==> config.mk <==
export PLATFORM = sky130hd
export DESIGN_NAME = npr_partner_np
export DESIGN_NICKNAME = d
export VERILOG_FILES = /design/src/include/npr_pkg.sv /design/src/hw/npr_partner_np.sv
export SDC_FILE = /design/constraint.sdc
export NUM_CORES = 1
export LEC_CHECK = 0
export BUFFER_PORTS_ARGS = -buffer_cell sky130_fd_sc_hd__buf_4
export CAP_MARGIN = 10
export CORE_ASPECT_RATIO = 0.8
export CORE_UTILIZATION = 47
export CTS_CLUSTER_SIZE = 10
export DETAILED_ROUTE_END_ITERATION = 6
export PLACE_DENSITY = 0.86
export SLEW_MARGIN = 0
export SYNTH_ARGS = -nofsm -noshare
export SYNTH_HDL_FRONTEND = slang
export SYNTH_SLANG_ARGS = --single-unit
==> constraint.sdc <==
create_clock -name sys_clk -period 4.1 [get_ports sys_clk]
set_input_delay 0.82 -clock sys_clk [delete_from_list [all_inputs] [get_ports sys_clk]]
set_output_delay 0.82 -clock sys_clk [all_outputs]
set_load 0.1 [all_outputs]
==> src/include/npr_pkg.sv <==
// package for the partner next page register bank
// assumes a single 125 MHz clock, one management port and an upstream page receiver
package npr_pkg;
	// ==========================================================
	// addresses and widths
	localparam logic [4:0]  NPR_ADDR_PARTNER_NP = 5'h08;
	localparam logic [4:0]  NPR_ADDR_EXPANSION  = 5'h06;
	localparam logic [15:0] NPR_RESET_WORD      = 16'h0000;
	localparam int          NPR_POS_MORE        = 15;
	localparam int          NPR_POS_RSVD        = 14;
	localparam int          NPR_POS_MSG         = 13;
	localparam int          NPR_POS_ACKNOWLEDGE_TWO_FLAG        = 12;
	localparam int          NPR_POS_TOGGLE      = 11;
	localparam int          NPR_POS_PAGE_RX     = 1;
	localparam int          NPR_BASE_TOGGLE_POS = 11;

	// ==========================================================
	// received next page code word layout
	typedef struct packed {
		logic        more_pages_flag;
		logic        reserved;
		logic        message_format_flag;
		logic        acknowledge_two_flag;
		logic        toggle;
		logic [10:0] code_field;
	} npr_word_t;

	// management port request
	typedef struct packed {
		logic [4:0]  addr;
		logic [15:0] wdata;
		logic        wr;
		logic        rd;
	} npr_req_t;

	// toggle tracker states
	typedef enum logic [1:0] {
		NPR_ST_BASE = 2'b01,
		NPR_ST_NEXT = 2'b10
	} npr_state_t;
endpackage : npr_pkg

==> src/hw/npr_partner_np.sv <==
// partner next page ability register with toggle check and page-received flag
// assumes page inputs come from same-clock receiver logic; manager strobes are single cycle
`timescale 1ns/1ps
module npr_partner_np (
	// clock, reset, enable
	input  wire logic              sys_clk,
	input  wire logic              arst_n,
	input  wire logic              clk_en,
	// page receiver side
	input  wire logic              base_page_valid,
	input  wire logic [15:0]       base_page_word,
	input  wire logic              next_page_valid,
	input  wire npr_pkg::npr_word_t next_page_word,
	// management port
	input  wire npr_pkg::npr_req_t mgmt_req,
	output logic [15:0]            mgmt_rdata,
	// status
	output logic                   page_received,
	output logic                   toggle_error
);
	import npr_pkg::*;

	// ==========================================================
	// state
	npr_word_t  word_r, word_nxt;
	npr_state_t st_r, st_nxt;
	logic       exp_tog_r, exp_tog_nxt;
	logic       page_rx_r, page_rx_nxt;
	logic       tog_err_r, tog_err_nxt;
	logic [15:0] rdata_r, rdata_nxt;

	// one word of stored value with reserved bit forced low
	function automatic npr_word_t clean_word(input npr_word_t w);
		npr_word_t c;
		c = w;
		c.reserved = 1'b0;
		return c;
	endfunction : clean_word

	// true when this request is a read of the given register
	// shared by the flag clear and the checks so they agree on decode
	function automatic logic reads_reg(input npr_req_t r, input logic [4:0] a);
		return r.rd && (r.addr == a);
	endfunction : reads_reg

	// expansion word as seen by the manager
	// only the page-received bit is modelled here, every other bit reads zero
	function automatic logic [15:0] expansion_word(input logic flag);
		logic [15:0] e;
		e = 16'h0000;
		e[NPR_POS_PAGE_RX] = flag;
		return e;
	endfunction : expansion_word

	// ==========================================================
	// capture and toggle tracking
	always_comb begin
		word_nxt    = word_r;
		st_nxt      = st_r;
		exp_tog_nxt = exp_tog_r;
		page_rx_nxt = page_rx_r;
		tog_err_nxt = tog_err_r;
		// an expansion read clears the latched flag
		if (reads_reg(mgmt_req, NPR_ADDR_EXPANSION)) begin
			page_rx_nxt = 1'b0;
		end
		if (base_page_valid) begin
			// first next page toggle is inverse of base bit 11
			exp_tog_nxt = ~base_page_word[NPR_BASE_TOGGLE_POS];
			st_nxt      = NPR_ST_NEXT;
			page_rx_nxt = 1'b1; // set wins over clear
		end else if (next_page_valid) begin
			case (st_r)
				NPR_ST_NEXT: begin
					if (next_page_word.toggle == exp_tog_r) begin
						// whole word at once, never mixed
						word_nxt    = clean_word(next_page_word);
						exp_tog_nxt = ~exp_tog_r;
						page_rx_nxt = 1'b1;
						tog_err_nxt = 1'b0;
					end else begin
						tog_err_nxt = 1'b1;
					end
				end
				NPR_ST_BASE: begin
					tog_err_nxt = 1'b1;
				end
				default: begin
					st_nxt = NPR_ST_BASE;
				end
			endcase
		end
	end

	// capture registers; a low enable freezes every one of them
	always_ff @(posedge sys_clk or negedge arst_n) begin
		if (!arst_n) begin
			word_r    <= NPR_RESET_WORD;
			st_r      <= NPR_ST_BASE;
			exp_tog_r <= 1'b0;
			page_rx_r <= 1'b0;
			tog_err_r <= 1'b0;
		end else if (clk_en) begin
			word_r    <= word_nxt;
			st_r      <= st_nxt;
			exp_tog_r <= exp_tog_nxt;
			page_rx_r <= page_rx_nxt;
			tog_err_r <= tog_err_nxt;
		end
	end

	// ==========================================================
	// read path; writes never touch the stored word
	always_comb begin
		rdata_nxt = 16'h0000;
		if (mgmt_req.rd) begin
			case (mgmt_req.addr)
				NPR_ADDR_PARTNER_NP: rdata_nxt = word_r;
				NPR_ADDR_EXPANSION:  rdata_nxt = expansion_word(page_rx_r);
				default:             rdata_nxt = 16'h0000;
			endcase
		end
	end

	// read data register; with clk_en high it stands for exactly the cycle after the strobe, a low enable holds it
	always_ff @(posedge sys_clk or negedge arst_n) begin
		if (!arst_n) begin
			rdata_r <= 16'h0000;
		end else if (clk_en) begin
			rdata_r <= rdata_nxt;
		end
	end

	assign mgmt_rdata    = rdata_r;
	assign page_received = page_rx_r;
	assign toggle_error  = tog_err_r;

	// ==========================================================
	// checks
	// the properties below watch the inputs, the registered state and the outputs;
	// the page and read antecedents carry clk_en so a frozen edge never counts as an event,
	// and the asynchronous reset disables them all while it is low

	// helper terms: a page that passes the toggle check and one that is refused
	// kept as plain nets so that $past can look back at them
	logic good_page_w;
	logic bad_page_w;

	// accepted page: enabled edge, no base page beside it, tracker armed, toggle matches
	assign good_page_w = clk_en && !base_page_valid && next_page_valid
		&& st_r == NPR_ST_NEXT && next_page_word.toggle == exp_tog_r;
	// refused page: any other enabled next page that has no base page beside it
	assign bad_page_w  = clk_en && !base_page_valid && next_page_valid && !good_page_w;
endmodule : npr_partner_np

; After elaboration in Yosys (flattened, before gate mapping)
; Index checks and enable logic that the tools add are counted.
[op_classes]
n_mul = 0
magnitude_cmp = 0
bitwise = 3
div = 0
shifts = 0
eq_ne = 6
n_addsub = 0
n_mux = 16
reduce_logical = 10
[ops]
columns = operator, count
row1 = $pmux 16 s2, 1
row2 = $mux 16, 1
row3 = $mux 1, 10
row4 = $reduce_and 4->1, 2
row5 = $reduce_bool 2->1, 4
row6 = $mux 2, 3
row7 = $eq 5x3->1 const B, 1
row8 = $eq 5x4->1 const B, 1
row9 = $reduce_and 5->1, 1
row10 = $not 1->1, 3
row11 = $reduce_and 3->1, 1
row12 = $eq 2x1->1 const B, 1
row13 = $eq 2x2->1 const B, 1
row14 = $ne 2x1->1 const B, 1
row15 = $pmux 1 s2, 1
row16 = $reduce_or 2->1, 1
row17 = $eq 1x1->1, 1
row18 = $logic_and 1x1->1, 1
[totals]
wordCells = 45
ff_bits = 36
latch_bits = 0
input_bits = 60
n_memories = 0
output_inout_bits = 18
rom_bits = 0
ram_bits = 0

; Logic depth before layout (Yosys ltp)
[depth]
word_depth = 7
mapped_depth = 6
ltp_nobuf = 5

; Least setup slack after synthesis
; No wires, ideal clock.
[synth_timing]
path_kind = in2reg
startpoint = input port clk_en
endpoint = register word_r[0] in the netlist's numbering
n_path_buf = 2
t_arrival_ns = 1.805
required_time_ns = 3.975
setup_ns = 0.125
slack_ns = 2.170
stages = 5
cell_sequence = buf_4 > nand3_4 > nor3_4 > buf_12 > mux2_4
[synth_between]
elab_chain_len = 1
[synth_lines]
columns = item, line_no
row1 = start: declaration, npr_partner_np.sv:8  ; input wire logic clk_en,
row2 = $reduce_and 5->1 (no source line), -
row3 = end signal: assignment, npr_partner_np.sv:104  ; word_r <= word_nxt;
row4 = end: declaration, npr_partner_np.sv:25  ; npr_word_t word_r, word_nxt;
; No other way between the ends.
; A chain may end at the register's enable or synchronous reset.

; Worst setup path after layout
[layout_timing]
startpoint = input port next_page_word[11] in the netlist's numbering
endpoint = register word_r[12] in the netlist's numbering
[layout_between]
elab_chain_len = 2
[layout_lines]
columns = item, line_no
row1 = start: declaration, npr_partner_np.sv:13  ; input wire npr_pkg::npr_word_t next_page_word,
row2 = $eq 1x1->1, -
row3 = $reduce_and 5->1 (no source line), -
; No other way between the ends.

==> metrics.cfg <==
[worst_setup_path]
r2r_start=st_r[0]
worst_setup_path_start_kind=input port
regToRegSetupSlack_ns=1.99
r2r-end=word_r[12]
r2r_cells=5
critPathTopFamily=simple AND/OR/NAND/NOR gates
cp_slowest_stage_delay_ns=0.73
cp_slowest_cell=nor3_4
crit_type=in -> reg
required_ns=4.26
path_max_fanout=15
critPathArrivalTime_ns=2.28
path_buf_inv=1
crit_chain=buf_4, xor2_2, nor3_4, mux2_2
endpoint_kind=flop

[timing]
fin_worst_skew_ns=0.00703
fin_setup_tns_ns=0
hold_viol_final=0
rsz0062_at_grt=false
tightest_slew_ns=0.996
fmax_mhz=472
post-route-min-period_ns=2.12
finalSetupViolCount=0
holdWs_ns=0.463
relSlewSlack_pct=33.4
drv_slew=0
post-route-period-util_pct=51.7

[die]
io_pins=78
die-area_mm2=0.00340
core-area_mm2=0.00287
initial_core_util_pct=51.8
fp.dieH_um=52.3
row_count=17
die_x_um=64.9

[place]
dp_hpwl_um=2270
placed_cell_area_mm2=0.00181
place.gp.congestion=0.804
portBuffers=43
placed_cells=176

[finish]
fin_util_pct=67.7
final_cell_area_mm2=0.00194
final_cells=184
diodes=0
syn2layout_area_growth_pct=30.7
layout_commonest_cell=buf_4
layout-drive-gt1-share_pct=47.9
finalNetCount=207
most-common-layout-cells=buf_4 (43), dfrtp_1 (34), a22o_1 (14)

[logic_synthesis]
synth_area_per_cell_um2=14.9
synth-seq-area-share_pct=59.0
ys_types=30
syn-num-nets=162
ys_warn_count=0
synth_seq_cells=35
synthCells=100
netlist_area_mm2=0.00149

[clock_network]
cts_tree=done
htreeDepth=2
cts_sinks=35
clk_latency_ns=0.29
hold_buffers=0
cts_setup_buffers=0
cts_root_buf=clkbuf_8
postCtsResizedCells=0
numCtsBuffers=5
path_clk_slew_ns=0.07
clk_path_buf_depth=2

[routing]
viasPerCell=5.47
met2_length_um=1630
dr_wl_met3_um=151
drt-met1-wl_um=1340
post_drt_wl_per_cell_um=17.4
first_iter_violations=36
first_pass_iters=4
drc=0
wl_um=3210
highest_layer=met4
ant_nets=0
vias=1007

[job]
maxCapViolations=0

[power_and_ir_drop]
cellPowerDensity_mw_per_mm2=497
peakVddDrop_mv=0.474
p_leak_uw=0.000958

[global_routing]
grtUsageTotal_pct=22.7
overflow=0
grt_pass1_vias=1049
antenna_found_initial=0
grt_start_max_net_pins=36
grt_pass1_wl_um=5310

[status]
status=completed

[worst_hold_path]
worstHoldPathType=in -> async

-- sequential cells by signal, indices dropped and copies added (netlist names) --
signal,count
page_received,1
st_r,2
toggle_error,1
word_r,15
exp_tog_r,1
mgmt_rdata,15
-- per-layer routing --
metal | track usage (%) | vias up
li1 | - | 452
met1 | 27.4 | 518
met2 | 36.3 | 30
met3 | 8.26 | 7
met4 | 10.7 | 0
met5 | 0 | -
-- how the worst max path moves through the flow --
stage / start / end / slack, ns / cells after the start
after floorplan: clk_en / word_r[0] / 2.17 / 5
after global placement: next_page_word[11] / word_r[15] / 1.74 / 4
after detailed placement: next_page_word[11] / word_r[12] / 1.69 / 4
after CTS: next_page_word[11] / word_r[12] / 2.00 / 4
after global routing: st_r[0] / word_r[12] / 1.89 / 5
final: next_page_word[11] / word_r[12] / 1.98 / 4
-- layout make-up --
| class | instances | area (um2) |
|---|---|---|
| Clock buffer | 6 | 72.6 |
| Clock inverter | 2 | 60.1 |
| Fill cell | 217 | 927 |
| Inverter | 4 | 15.0 |
| Multi-Input combinational cell | 56 | 549 |
| Sequential cell | 35 | 877 |
| Tap cell | 38 | 47.5 |
| Timing Repair Buffer | 43 | 323 |
-- synthesized netlist by cell type --
master	count	area, um2
nand2_1	1	3.75
o211ai_1	1	7.51
and3_1	1	6.26
xor2_2	1	16.3
nor3b_1	1	7.51
nand3_4	1	17.5
nor3_4	1	16.3
buf_4	3	22.5
a22o_1	14	123
a2bb2oi_1	1	8.76
ha_1	2	25.0
o2bb2ai_1	1	8.76
a21oi_1	2	10.0
mux2_4	10	150
dfrtp_1	34	851
a31oi_1	1	6.26
conb_1	1	3.75
mux2_2	5	56.3
clkbuf_1	1	3.75
nor2b_1	1	6.26
buf_12	1	20.0
inv_1	4	15.0
o21a_1	2	15.0
and4bb_2	1	12.5
nand4bb_1	1	11.3
o21ai_0	2	10.0
dfstp_2	1	26.3
nor2_1	3	11.3
a41oi_1	1	8.76
nand3b_1	1	7.51
-- kinds of logic (layout without fill, tap and decap cells) --
logic type | Yosys count | in the layout | share of synthesized area (%)
fa+ha+maj | 2 | 2 | 1.68
simple gates | 12 | 12 | 6.73
compound gates | 25 | 25 | 13.3
flops | 35 | 35 | 59.0
mux | 15 | 15 | 13.9
xor+xnor | 1 | 1 | 1.09
other cells | 1 | 1 | 0.252
buf+inv | 9 | 55 | 4.12
-- power breakdown --
group | switching (uW) | internal, uW | leakage [uW]
combinational | 79.9 | 87.0 | 0.000453
sequential | 32.9 | 402 | 0.000439
clock | 122 | 243 | 0.0000654
-- stage by stage --
stage	power, uW	setup slack, ns
floorplan	554	2.17
global placement	596	1.74
detailed placement	607	1.69
CTS	974	2.00
global route	1010	1.89
finish	967	1.98
Power figures use the tool's default switching activity.
